[src/logic/dfr_pkg.sv]
package dfr_pkg;

  // ---------------------------------------------------------------
  // register byte addresses (index times four)
  // ---------------------------------------------------------------
  localparam logic [4:0] DFR_ANALOG_INDEX = 5'h15;
  localparam logic [4:0] DFR_DIGITAL_INDEX = 5'h14;
  localparam logic [7:0] DFR_ANALOG_ADDR = 8'h54;
  localparam logic [7:0] DFR_DIGITAL_ADDR = 8'h50;
  localparam logic [7:0] DFR_IRQ_STATUS_ADDR = 8'h60;
  localparam logic [7:0] DFR_IRQ_MASK_ADDR = 8'h64;
  localparam logic [7:0] DFR_ENABLE_ADDR = 8'h68;

  // ---------------------------------------------------------------
  // analog word layout
  // ---------------------------------------------------------------
  localparam int DFR_ANALOG_WIDTH = 22;
  localparam int DFR_FAULT_PIN_BIT = 21;
  localparam int DFR_ADDR_LSB = 16;
  localparam int DFR_ADDR_MSB = 20;
  localparam logic [13:0] DFR_ANALOG_FLAG_MASK = 14'h2BFF;
  localparam logic [21:0] DFR_ANALOG_RESET = 22'h150000;
  localparam logic [13:0] DFR_ENABLE_RESET = 14'h3FFF;

  // ---------------------------------------------------------------
  // digital word layout
  // ---------------------------------------------------------------
  localparam int DFR_CRC_BIT = 0;
  localparam int DFR_SLIP_BIT = 1;
  localparam logic [1:0] DFR_DIGITAL_RESET = 2'h0;

  // interrupt status: bit 0 any analog flag, bit 1 any digital flag
  localparam logic [1:0] DFR_IRQ_RESET = 2'h0;

  // ---------------------------------------------------------------
  // axi responses
  // ---------------------------------------------------------------
  localparam logic [1:0] DFR_RESP_OKAY = 2'h0;
  localparam logic [1:0] DFR_RESP_SLVERR = 2'h2;

endpackage

[src/logic/dfr_flags.sv]
// What this block does
// - slip flag when word msb equals next bit
// - crc flag when received frame fails check
// - analog flags sticky, write one clears
// - disabled diagnostic reads back as zero
// - bit 21 shows inverted fault pin
// - bit 13 output outside rails
// - bit 11 converter short circuit
// - bit 9 converter cannot reach rail
// - bit 8 regulator capacitor missing
// - bit 7 open circuit or no headroom
// - bit 6 voltage output short
// - bits 5 and 4 die overtemperature
// - bits 3 and 0 reference/regulator node fault
// - bit 2 reference input out of window
// - bit 1 internal supply out of window
`timescale 1ns/1ns
`default_nettype none
module dfr_flags #(
  // flag counts; the port widths and the register map serve only these sizes
  parameter int FLAG_COUNT = 14,
  parameter int DIGITAL_COUNT = 2
) (
  // clock and reset
  input wire logic mclk,
  input wire logic reset_n,
  // analog fault events, one per flag bit, level or pulse
  input wire logic [13:0] analog_event,
  // received serial word check
  input wire logic frame_valid,
  input wire logic frame_msb,
  input wire logic frame_msb_less1,
  input wire logic frame_crc_bad,
  // fault pin level
  input wire logic fault_pin,
  // axi4-lite slave
  input wire logic [7:0] s_axi_awaddr,
  input wire logic s_axi_awvalid,
  output logic s_axi_awready,
  input wire logic [31:0] s_axi_wdata,
  input wire logic [3:0] s_axi_wstrb,
  input wire logic s_axi_wvalid,
  output logic s_axi_wready,
  output logic [1:0] s_axi_bresp,
  output logic s_axi_bvalid,
  input wire logic s_axi_bready,
  input wire logic [7:0] s_axi_araddr,
  input wire logic s_axi_arvalid,
  output logic s_axi_arready,
  output logic [31:0] s_axi_rdata,
  output logic [1:0] s_axi_rresp,
  output logic s_axi_rvalid,
  input wire logic s_axi_rready,
  // interrupt
  output logic irq
);
  import dfr_pkg::*;

  // ---------------------------------------------------------------
  // elaboration checks
  // ---------------------------------------------------------------
  // other sizes would leave flags without a bit position in the word
  if (FLAG_COUNT != 14) begin : g_bad_flag_count
    $error("dfr_flags: FLAG_COUNT must be 14");
  end
  if (DIGITAL_COUNT != 2) begin : g_bad_digital_count
    $error("dfr_flags: DIGITAL_COUNT must be 2");
  end

  logic [13:0] analog_flags;
  logic [1:0] digital_flags;
  logic [13:0] diag_enable;
  logic [1:0] irq_status;
  logic [1:0] irq_mask;
  logic aw_held;
  logic w_held;
  logic [7:0] aw_addr;
  logic [31:0] w_data;
  logic [3:0] w_strb;
  logic do_write;
  logic [13:0] clr_analog;
  logic [1:0] clr_digital;
  logic [1:0] clr_irq;
  logic [13:0] set_analog;
  logic [1:0] set_digital;
  logic [21:0] analog_word;
  logic [31:0] next_rdata;
  logic next_rresp_err;
  logic [13:0] flag_view;
  logic [1:0] irq_source;
  logic wsel_analog;
  logic wsel_digital;
  logic wsel_irq_status;
  logic wsel_irq_mask;
  logic wsel_enable;
  logic wsel_mapped;
  logic rsel_analog;
  logic rsel_digital;
  logic rsel_irq_status;
  logic rsel_irq_mask;
  logic rsel_enable;
  logic rsel_mapped;
  logic [31:0] rv_analog;
  logic [31:0] rv_digital;
  logic [31:0] rv_irq_status;
  logic [31:0] rv_irq_mask;
  logic [31:0] rv_enable;

  // ---------------------------------------------------------------
  // address decode
  // ---------------------------------------------------------------
  // the write side decodes the held address, so the master may change
  // awaddr as soon as it is taken without disturbing the pending write
  assign wsel_analog = (aw_addr == DFR_ANALOG_ADDR);
  assign wsel_digital = (aw_addr == DFR_DIGITAL_ADDR);
  assign wsel_irq_status = (aw_addr == DFR_IRQ_STATUS_ADDR);
  assign wsel_irq_mask = (aw_addr == DFR_IRQ_MASK_ADDR);
  assign wsel_enable = (aw_addr == DFR_ENABLE_ADDR);
  assign wsel_mapped = wsel_analog || wsel_digital || wsel_irq_status
    || wsel_irq_mask || wsel_enable;

  // the read side decodes the live address; it is only used on the
  // edge at which the read address is taken
  assign rsel_analog = (s_axi_araddr == DFR_ANALOG_ADDR);
  assign rsel_digital = (s_axi_araddr == DFR_DIGITAL_ADDR);
  assign rsel_irq_status = (s_axi_araddr == DFR_IRQ_STATUS_ADDR);
  assign rsel_irq_mask = (s_axi_araddr == DFR_IRQ_MASK_ADDR);
  assign rsel_enable = (s_axi_araddr == DFR_ENABLE_ADDR);
  assign rsel_mapped = rsel_analog || rsel_digital || rsel_irq_status
    || rsel_irq_mask || rsel_enable;

  // ---------------------------------------------------------------
  // write channel capture
  // ---------------------------------------------------------------
  // address and data are taken in either order; response follows both
  assign s_axi_awready = !aw_held && !s_axi_bvalid;
  assign s_axi_wready = !w_held && !s_axi_bvalid;
  assign do_write = aw_held && w_held && !s_axi_bvalid;

  always_ff @(posedge mclk or negedge reset_n) begin
    if (!reset_n) begin
      aw_held <= 1'b0;
      aw_addr <= 8'h00;
    end else if (s_axi_awvalid && s_axi_awready) begin
      aw_held <= 1'b1;
      aw_addr <= s_axi_awaddr;
    end else if (do_write) begin
      aw_held <= 1'b0;
    end
  end

  always_ff @(posedge mclk or negedge reset_n) begin
    if (!reset_n) begin
      w_held <= 1'b0;
      w_data <= 32'h00000000;
      w_strb <= 4'h0;
    end else if (s_axi_wvalid && s_axi_wready) begin
      w_held <= 1'b1;
      w_data <= s_axi_wdata;
      w_strb <= s_axi_wstrb;
    end else if (do_write) begin
      w_held <= 1'b0;
    end
  end

  always_ff @(posedge mclk or negedge reset_n) begin
    if (!reset_n) begin
      s_axi_bvalid <= 1'b0;
      s_axi_bresp <= DFR_RESP_OKAY;
    end else if (do_write) begin
      s_axi_bvalid <= 1'b1;
      // an unmapped write changes nothing and is answered with an error
      s_axi_bresp <= wsel_mapped ? DFR_RESP_OKAY : DFR_RESP_SLVERR;
    end else if (s_axi_bready) begin
      s_axi_bvalid <= 1'b0;
    end
  end

  // ---------------------------------------------------------------
  // write-one-to-clear decode
  // ---------------------------------------------------------------
  // writing zero leaves a flag alone; bytes without strobe clear nothing
  always_comb begin
    clr_analog = 14'h0000;
    clr_digital = 2'h0;
    clr_irq = 2'h0;
    if (do_write && aw_addr == DFR_ANALOG_ADDR) begin
      if (w_strb[0]) clr_analog[7:0] = w_data[7:0];
      if (w_strb[1]) clr_analog[13:8] = w_data[13:8] & DFR_ANALOG_FLAG_MASK[13:8];
    end
    if (do_write && aw_addr == DFR_DIGITAL_ADDR && w_strb[0]) begin
      clr_digital = w_data[1:0];
    end
    if (do_write && aw_addr == DFR_IRQ_STATUS_ADDR && w_strb[0]) begin
      clr_irq = w_data[1:0];
    end
  end

  // ---------------------------------------------------------------
  // control registers
  // ---------------------------------------------------------------
  always_ff @(posedge mclk or negedge reset_n) begin
    if (!reset_n) begin
      irq_mask <= 2'h0;
    end else if (do_write && wsel_irq_mask && w_strb[0]) begin
      irq_mask <= w_data[1:0];
    end
  end

  // each byte lane of the enable word follows its own strobe
  always_ff @(posedge mclk or negedge reset_n) begin
    if (!reset_n) begin
      diag_enable <= DFR_ENABLE_RESET;
    end else if (do_write && wsel_enable) begin
      if (w_strb[0]) diag_enable[7:0] <= w_data[7:0];
      if (w_strb[1]) diag_enable[13:8] <= w_data[13:8];
    end
  end

  // ---------------------------------------------------------------
  // analog flag cells
  // ---------------------------------------------------------------
  // one cell per bit position; a reserved position holds a constant zero,
  // so neither a stray event nor a write can make it read back as one
  // bits 13 11 9 8 7 6 5..4 3/0 2 1
  for (genvar g = 0; g < FLAG_COUNT; g++) begin : g_analog
    if (DFR_ANALOG_FLAG_MASK[g]) begin : g_live
      // a disabled check never latches
      assign set_analog[g] = analog_event[g] & diag_enable[g];
      // set beats clear in the same cycle, so no event is lost
      always_ff @(posedge mclk or negedge reset_n) begin
        if (!reset_n) begin
          analog_flags[g] <= DFR_ANALOG_RESET[g];
        end else if (set_analog[g]) begin
          analog_flags[g] <= 1'b1;
        end else if (clr_analog[g]) begin
          analog_flags[g] <= 1'b0;
        end
      end
    end else begin : g_reserved
      assign set_analog[g] = 1'b0;
      always_ff @(posedge mclk or negedge reset_n) begin
        if (!reset_n) begin
          analog_flags[g] <= 1'b0;
        end else begin
          analog_flags[g] <= 1'b0;
        end
      end
    end
  end

  // ---------------------------------------------------------------
  // digital flag cells
  // ---------------------------------------------------------------
  // the word checks are evaluated only in the cycle the word is presented
  always_comb begin
    set_digital = 2'h0;
    if (frame_valid) begin
      set_digital[DFR_SLIP_BIT] = (frame_msb == frame_msb_less1);
      set_digital[DFR_CRC_BIT] = frame_crc_bad;
    end
  end

  // set beats clear here too: a frame error during a clear stays visible
  for (genvar g = 0; g < DIGITAL_COUNT; g++) begin : g_digital
    always_ff @(posedge mclk or negedge reset_n) begin
      if (!reset_n) begin
        digital_flags[g] <= DFR_DIGITAL_RESET[g];
      end else if (set_digital[g]) begin
        digital_flags[g] <= 1'b1;
      end else if (clr_digital[g]) begin
        digital_flags[g] <= 1'b0;
      end
    end
  end

  // ---------------------------------------------------------------
  // interrupt
  // ---------------------------------------------------------------
  // status records set events, not flag levels, so a disabled check never
  // raises the line and a cleared status stays quiet
  assign irq_source = {|set_digital, |set_analog};

  for (genvar g = 0; g < 2; g++) begin : g_irq
    always_ff @(posedge mclk or negedge reset_n) begin
      if (!reset_n) begin
        irq_status[g] <= DFR_IRQ_RESET[g];
      end else if (irq_source[g]) begin
        irq_status[g] <= 1'b1;
      end else if (clr_irq[g]) begin
        irq_status[g] <= 1'b0;
      end
    end
  end

  assign irq = |(irq_status & irq_mask);

  // ---------------------------------------------------------------
  // read channel
  // ---------------------------------------------------------------
  // flags of disabled checks read as zero even if latched earlier; the
  // stored flag survives and shows again once the check is re-enabled
  for (genvar g = 0; g < FLAG_COUNT; g++) begin : g_readback
    assign flag_view[g] = analog_flags[g] & diag_enable[g];
  end

  always_comb begin
    analog_word = 22'h000000;
    analog_word[13:0] = flag_view & DFR_ANALOG_FLAG_MASK;
    analog_word[DFR_ADDR_MSB:DFR_ADDR_LSB] = DFR_ANALOG_INDEX;
    analog_word[DFR_FAULT_PIN_BIT] = !fault_pin;
  end

  // full read words, unused upper bits zero
  assign rv_analog = {10'h000, analog_word};
  assign rv_digital = {30'h0000000, digital_flags};
  assign rv_irq_status = {30'h0000000, irq_status};
  assign rv_irq_mask = {30'h0000000, irq_mask};
  assign rv_enable = {18'h00000, diag_enable};

  // an unmapped read returns zero with an error response
  always_comb begin
    next_rdata = 32'h00000000;
    next_rresp_err = !rsel_mapped;
    if (rsel_analog) next_rdata = rv_analog;
    if (rsel_digital) next_rdata = rv_digital;
    if (rsel_irq_status) next_rdata = rv_irq_status;
    if (rsel_irq_mask) next_rdata = rv_irq_mask;
    if (rsel_enable) next_rdata = rv_enable;
  end

  assign s_axi_arready = !s_axi_rvalid;

  always_ff @(posedge mclk or negedge reset_n) begin
    if (!reset_n) begin
      s_axi_rvalid <= 1'b0;
      s_axi_rdata <= 32'h00000000;
      s_axi_rresp <= DFR_RESP_OKAY;
    end else if (s_axi_arvalid && s_axi_arready) begin
      s_axi_rvalid <= 1'b1;
      s_axi_rdata <= next_rdata;
      s_axi_rresp <= next_rresp_err ? DFR_RESP_SLVERR : DFR_RESP_OKAY;
    end else if (s_axi_rready) begin
      s_axi_rvalid <= 1'b0;
    end
  end

endmodule
`default_nettype wire

[config.mk]
export PLATFORM = sky130hd
export DESIGN_NAME = dfr_flags
export DESIGN_NICKNAME = d
export VERILOG_FILES = /design/src/logic/dfr_pkg.sv /design/src/logic/dfr_flags.sv
export SDC_FILE = /design/constraint.sdc
export NUM_CORES = 1
export LEC_CHECK = 0
export BUFFER_PORTS_ARGS = -buffer_cell sky130_fd_sc_hd__buf_2
export CORE_MARGIN = 5
export CORE_UTILIZATION = 42
export CTS_CLUSTER_DIAMETER = 40
export CTS_CLUSTER_SIZE = 16
export DETAILED_ROUTE_END_ITERATION = 10
export GPL_ROUTABILITY_DRIVEN = 0
export PLACE_DENSITY = 0.79
export SYNTH_ARGS = -nofsm -noshare
export SYNTH_HDL_FRONTEND = slang
export SYNTH_SLANG_ARGS = --single-unit
export TNS_END_PERCENT = 20
[constraint.sdc]
create_clock -name mclk -period 4.93 [get_ports mclk]
set_input_delay 0.986 -clock mclk [delete_from_list [all_inputs] [get_ports mclk]]
set_output_delay 0.986 -clock mclk [all_outputs]
set_load 0.01 [all_outputs]
# Word level (Yosys, flattened, before mapping)
# Cells that the tools add are included.
[word_totals] ff_bits=96 input_bits=78 elab_cells=170
[classes] eq_ne=11 mux=52 bitwise=25 n_reduce_logical=53
[op_table] op="$mux 32" count=4
[op_table] op="$eq 8x7->1 const B" count=10
[op_table] op="$reduce_bool 2->1" count=20
[op_table] op="$mux 1" count=39
[op_table] op="$and 1x1->1" count=24
[op_table] op="$mux 22" count=1
[op_table] op="$logic_and 1x1->1" count=15
[op_table] op="$mux 14" count=1
[op_table] op="$reduce_or 12->1" count=1
[op_table] op="$mux 2" count=5
[op_table] op="$logic_or 1x1->1" count=8
[op_table] op="$mux 8" count=1
[op_table] op="$mux 6" count=1
[op_table] op="$logic_not 1->1" count=5
[op_table] op="$reduce_and 2->1" count=2
[op_table] op="$reduce_or 2->1" count=2
[op_table] op="$and 2x2->2" count=1
[op_table] op="$eq 1x1->1" count=1

# Depth between registers and ports, before layout
[depth] ltp_word=7 ltp_mapped=5 mapped_depth_nobuf=4

# Worst setup path after synthesis
# OpenSTA, ideal clock, no wires.
[synth_path] path_kind="input-to-reg" from="in s_axi_araddr[7]" to="reg s_axi_rdata[11]" setup_time_ps=77 arrival_time_ps=1994 t_required_ps=4853 setup_slack_ps=2859 cell_stages=4 path_buffers=0 path_cell_list="nand4bb_1 nor3_1 a21oi_1 a21oi_1"
[synth_between] elab_chain_len=6 word_cells_on_any_way=10 classes_between="eq/ne (5); mux (5)"
[synth_rtl] element="start, declared" line="dfr_flags.sv:47" rtl="input wire logic [7:0] s_axi_araddr,"
[synth_rtl] element="$eq 8x7->1" line="dfr_flags.sv:124" rtl="assign rsel_analog = (s_axi_araddr == DFR_ANALOG_ADDR);"
[synth_rtl] element="$mux 22" line="dfr_flags.sv:325" rtl="if (rsel_analog) next_rdata = rv_analog;"
[synth_rtl] element="$mux 32" line="dfr_flags.sv:326" rtl="if (rsel_digital) next_rdata = rv_digital;"
[synth_rtl] element="$mux 32" line="dfr_flags.sv:327" rtl="if (rsel_irq_status) next_rdata = rv_irq_status;"
[synth_rtl] element="$mux 32" line="dfr_flags.sv:328" rtl="if (rsel_irq_mask) next_rdata = rv_irq_mask;"
[synth_rtl] element="$mux 32 *" line="dfr_flags.sv:329" rtl="if (rsel_enable) next_rdata = rv_enable;"
[synth_rtl] element="end signal, assigned" line="dfr_flags.sv:341" rtl="s_axi_rdata <= next_rdata;"
[synth_rtl] element="end, declared" line="dfr_flags.sv:50" rtl="output logic [31:0] s_axi_rdata,"
# Mark *: on every way between the ends. The rest lies on a longest branch, timed or not.
# A chain may end at the register's enable or synchronous reset.

# Final worst setup path
[layout_path] from="in s_axi_araddr[5]" to="reg s_axi_rdata[5]"
# Same word-level chain as after synthesis.

==> results.md <==
Power:
- The highest ir drop seen on vdd is 0.2641 mV.
- The power consumption is 1875 uW.
- In this run the power density over the cells is 446.2 nW/um2.
- For this design the static power due to leakage is 0.001965 uW.

Worst hold path:
- The class of the tightest hold or removal check is reg2reg.
- The hold path endpoint is analog_flags[3]$_DFFE_PN0P_.
- Along the worst hold path, the cell count comes to 1.
- The launch instance of the worst min-delay path is w_data[3]$_DFFE_PN0P_.

Synthesis:
- Of the total synthesized cell area, the portion taken by full adders, half adders and majority gates is 0%.
- After technology mapping, the gate count stands at 304.
- The portion of synthesized cell area occupied by the leading cell type is 44.98%.
- After synthesis, the mean cell area works out to 11.71 um2.
- The synthesized-area fraction occupied by and/or/nand/nor cells is 12.86%.
- After synthesis, flip-flops and latches occupy 55.31% of the total area.
- The share of the synthesized area in compound gates (AO/OA/AOI/OAI) is 10.40%.
- By area the synthesized netlist is led by sky130_fd_sc_hd__dfrtp_1, sky130_fd_sc_hd__mux2_2, sky130_fd_sc_hd__dfstp_2.
- The mux cell area share after synthesis is 15.78%.
- The register bit total from synthesis is 78.
- Counting distinct cell types in the post-synthesis netlist gives 37.
- The combined area of all synthesized cells is 3561 um2.
- After synthesis, the largest family of logic cells by area is multiplexers.
- The cell type contributing the most total cell area after synthesis is sky130_fd_sc_hd__dfrtp_1.
- Yosys printed 0 warnings.
- The synthesized netlist devotes 0.2460% of its cell area to XOR and XNOR gates.

Final layout:
- After filler insertion, the fill cell instance count of the layout stands at 741.
- The area growth from synthesis to layout is 17.99%.
- The ratio of cells with drive above 1 in the final layout is 40.00%.
- The layout net count is 463.
- Cells fill 50.88% of the core in the end.
- The repair_antennas step left the layout with diodes totalling 0.
- The final instance area is 4202 um2.

Routing:
- After detailed routing, the average wire length per cell comes to 16.36 um.
- The first routing iteration left 117 violations.
- The average vias per placed instance is 5.277.
- The length of the first detailed-routing pass in iterations is 4.
- Summed over all layers, the routed wires come to 8098 um.
- The count of nets left with antenna violations once routing finished came out at 0.
- For this block, the via count after detailed routing is 2612.
- The detailed-route DRC error count is 0.

CTS:
- The clock tree from TritonCTS is done.
- After clock tree synthesis, the clock-pin slew on the worst setup and hold paths is 70 ps.
- The tree is rooted in a sky130_fd_sc_hd__clkbuf_8.
- The total number of clock tree sinks is 78.
- The number of instances resized during post-cts repair is 0.
- The clock reaches the later pin of the worst-skew pair after 350 ps.
- The number of setup buffers added after CTS is 0.
- The number of hold buffers added after CTS was 0.
- The maximum level of the CTS H-tree is 3.
- The number of buffers inserted during clock tree synthesis is 9.
- The clock tree buffer depth is 2.

Critical path:
- The sum of buffers and inverters on the critical path is 1.
- In this design, the stage delay of the slowest critical-path cell is 610 ps.
- Counting cells, the worst reg-to-reg path comes to 4.
- The signal on the critical path passes through buf_2 > nor4bb_1 > and3_1 > nand2_1 > a21oi_1.
- The worst setup path is captured at a flop.
- The startpoint kind of the worst setup timing path is an input port.
- In this design, the largest share of critical-path delay is due to simple AND/OR/NAND/NOR gates.
- The worst register-to-register path begins at s_axi_bvalid$_DFFE_PN0P_.
- The required arrival time at the worst endpoint is 5200 ps.
- The critical path start-end classification is in2reg.
- The cell type of the slowest stage on the worst timing path is sky130_fd_sc_hd__and3_1.
- For the worst setup path, the data arrival time is 2530 ps.
- The reg-to-reg critical path endpoint is analog_flags[2]$_DFFE_PN0P_.
- Of all nets on the critical path, the largest fanout is 12.
- Setup slack on the worst reg-to-reg path comes out at 2950 ps.

Timing:
- The max-slew headroom at the worst pin is 34.78%.
- The worst path setup slack after routing is 2664 ps.
- The number of hold-slack violations in the final timing report is 0.
- The final-layout setup total negative slack is 0 ps.
- Subtracting the final worst setup slack from the clock period gives 2266 ps.
- The setup clock skew after layout is 6.189 ps.
- The count of final setup violators is 0.
- Setup repair after global routing left no endpoint under its margin.
- The maximum clock rate is 441.4 MHz.
- For the pin with the worst max-slew slack, the measured transition is 978.3 ps.
- Dividing the final minimum period by the clock period gives 45.96%.
- The max-slew violation total from the final report is 0.

Floorplanning:
- The effective utilization at floorplan is 43.12%.
- The core region is 8258 um2.
- The die is 102.1 um tall.
- The floorplan step set the die width to 102.1 um.
- The die covers 10420 um2.
- Pin placement for this block handled 120 I/O pins.
- The initialized floorplan defines 33 standard-cell rows.

Global route:
- Entering global routing, the biggest net connects 79 pins.
- The overall overflow remaining after global route is 0.
- The via count of the first global-routing pass is 2669.
- The initial antenna violation count was 0.
- The global-route wire length before repair is 12980 um.
- The total global routing track utilization is 16.23%.

Placement:
- Buffers placed on the I/O ports in this run total 81.
- The placed wire-length estimate after detailed placement is 5936 um.
- OpenSTA, run right after detailed placement, puts the worst setup slack at 2341 ps.
- In this run the cell area measured after placement is 3986 um2.

Run:
- The max-cap check violation count is 0.

Status:
- The flow ran to the end, and the final reports show no timing, DRC or antenna violations.
routing by layer:
layer  global-route usage (%)  up-vias  part of all wire [%]
met3                    4.369       14                   7.0
met2                    25.69       93                    47
met4                    6.155        0                   2.0
met5                        0        -                     0
li1                         -     1231                     -
met1                    21.42     1274                    44
worst max-delay path by stage:
stage | from | to | slack [ps] | cells past startpoint
2_1_floorplan | s_axi_araddr[7] | s_axi_rdata[11]$_DFFE_PN0P_ | 2860 | 4
3_3_place_gp | s_axi_araddr[7] | s_axi_rdata[11]$_DFFE_PN0P_ | 2420 | 5
3_5_place_dp | s_axi_araddr[5] | s_axi_rdata[5]$_DFFE_PN0P_ | 2340 | 5
4_1_cts | s_axi_araddr[5] | s_axi_rdata[9]$_DFFE_PN0P_ | 2720 | 5
5_1_grt | s_axi_araddr[6] | s_axi_rdata[9]$_DFFE_PN0P_ | 2510 | 5
6_report | s_axi_araddr[5] | s_axi_rdata[5]$_DFFE_PN0P_ | 2660 | 5
registers in the layout (all words and copies together), names as in the netlist, 2 cells and up:
name	cells
irq_status	2
diag_enable	14
analog_flags	12
w_data	14
s_axi_rdata	16
irq_mask	2
digital_flags	2
aw_addr	8
w_strb	2
Yosys cell counts:
cell                        instances
sky130_fd_sc_hd__dfrtp_1           64
sky130_fd_sc_hd__clkbuf_1           4
sky130_fd_sc_hd__nand3b_1           2
sky130_fd_sc_hd__nand3_1            6
sky130_fd_sc_hd__and3b_1            1
sky130_fd_sc_hd__a21oi_1           26
sky130_fd_sc_hd__xnor2_1            1
sky130_fd_sc_hd__mux2i_1           10
sky130_fd_sc_hd__conb_1             1
sky130_fd_sc_hd__nand4bb_1          2
sky130_fd_sc_hd__nor2_1            11
sky130_fd_sc_hd__inv_1              3
sky130_fd_sc_hd__nor3_1             3
sky130_fd_sc_hd__and4bb_4           1
sky130_fd_sc_hd__buf_4             19
sky130_fd_sc_hd__nand4_1            6
sky130_fd_sc_hd__nand2b_1           1
sky130_fd_sc_hd__a221oi_1           2
sky130_fd_sc_hd__nand2_1           34
sky130_fd_sc_hd__nor2b_1            4
sky130_fd_sc_hd__mux2_2            41
sky130_fd_sc_hd__and3_1             1
sky130_fd_sc_hd__a211oi_1           1
sky130_fd_sc_hd__o21ai_0           10
sky130_fd_sc_hd__a21o_1             1
sky130_fd_sc_hd__nand4_4            1
sky130_fd_sc_hd__and2_1             3
sky130_fd_sc_hd__nor4bb_1           1
sky130_fd_sc_hd__nor3b_4            2
sky130_fd_sc_hd__nor4_1             1
sky130_fd_sc_hd__o221ai_1           2
sky130_fd_sc_hd__o22ai_1            1
sky130_fd_sc_hd__a22o_1             6
sky130_fd_sc_hd__and4bb_2           1
sky130_fd_sc_hd__a31oi_1           13
sky130_fd_sc_hd__dfstp_2           14
sky130_fd_sc_hd__buf_2              4
stage by stage:
stage / instances / hold slack [ps]
after CTS: 495 / 474.2
after global routing: 495 / 500.0
after detailed placement: 479 / 464.2
final: 495 / 475.6
after global placement: 479 / 448.5
after floorplan: 319 / 439.9
cells by family after synthesis:
family,count (synthesis)
other,1
DFF,78
buffers and inverters,30
and+or+nand+nor,81
muxes,51
xor gates and xnor gates,1
AOI/OAI and AO/OA,62
final cells by class:
class / count / area [um2] / area share (%)
inverters: 3 / 11.26 / 0.2680
clock buffers: 12 / 145.1 / 3.454
repair buffers: 82 / 415.4 / 9.887
multi-input cells: 211 / 1459 / 34.72
well taps: 105 / 131.4 / 3.127
clock inverters: 4 / 70.07 / 1.668
flip-flops and latches: 78 / 1969 / 46.87
cells in the final DEF (no fill, tap or decap), drive strengths merged, types with 3 or more instances in the layout:
cell	netlist	final
dfrtp	64	64
nor2	11	11
mux2	41	41
mux2i	10	10
a21oi	26	26
clkbuf	4	12
and2	3	3
conb	1	16
inv	3	3
nor3	3	3
buf	23	82
o21ai	10	10
nand4	7	7
nand3	6	6
a22o	6	6
nor2b	4	4
a31oi	13	13
nand2	34	34
dfstp	14	14
power breakdown:
group | total, uW | switching (uW) | internal, uW
logic | 411 | 194 | 217
registers | 945 | 142 | 804
clock network | 519 | 221 | 298
total | 1870 | 557 | 1320
(Power assumes the default switching activity.)
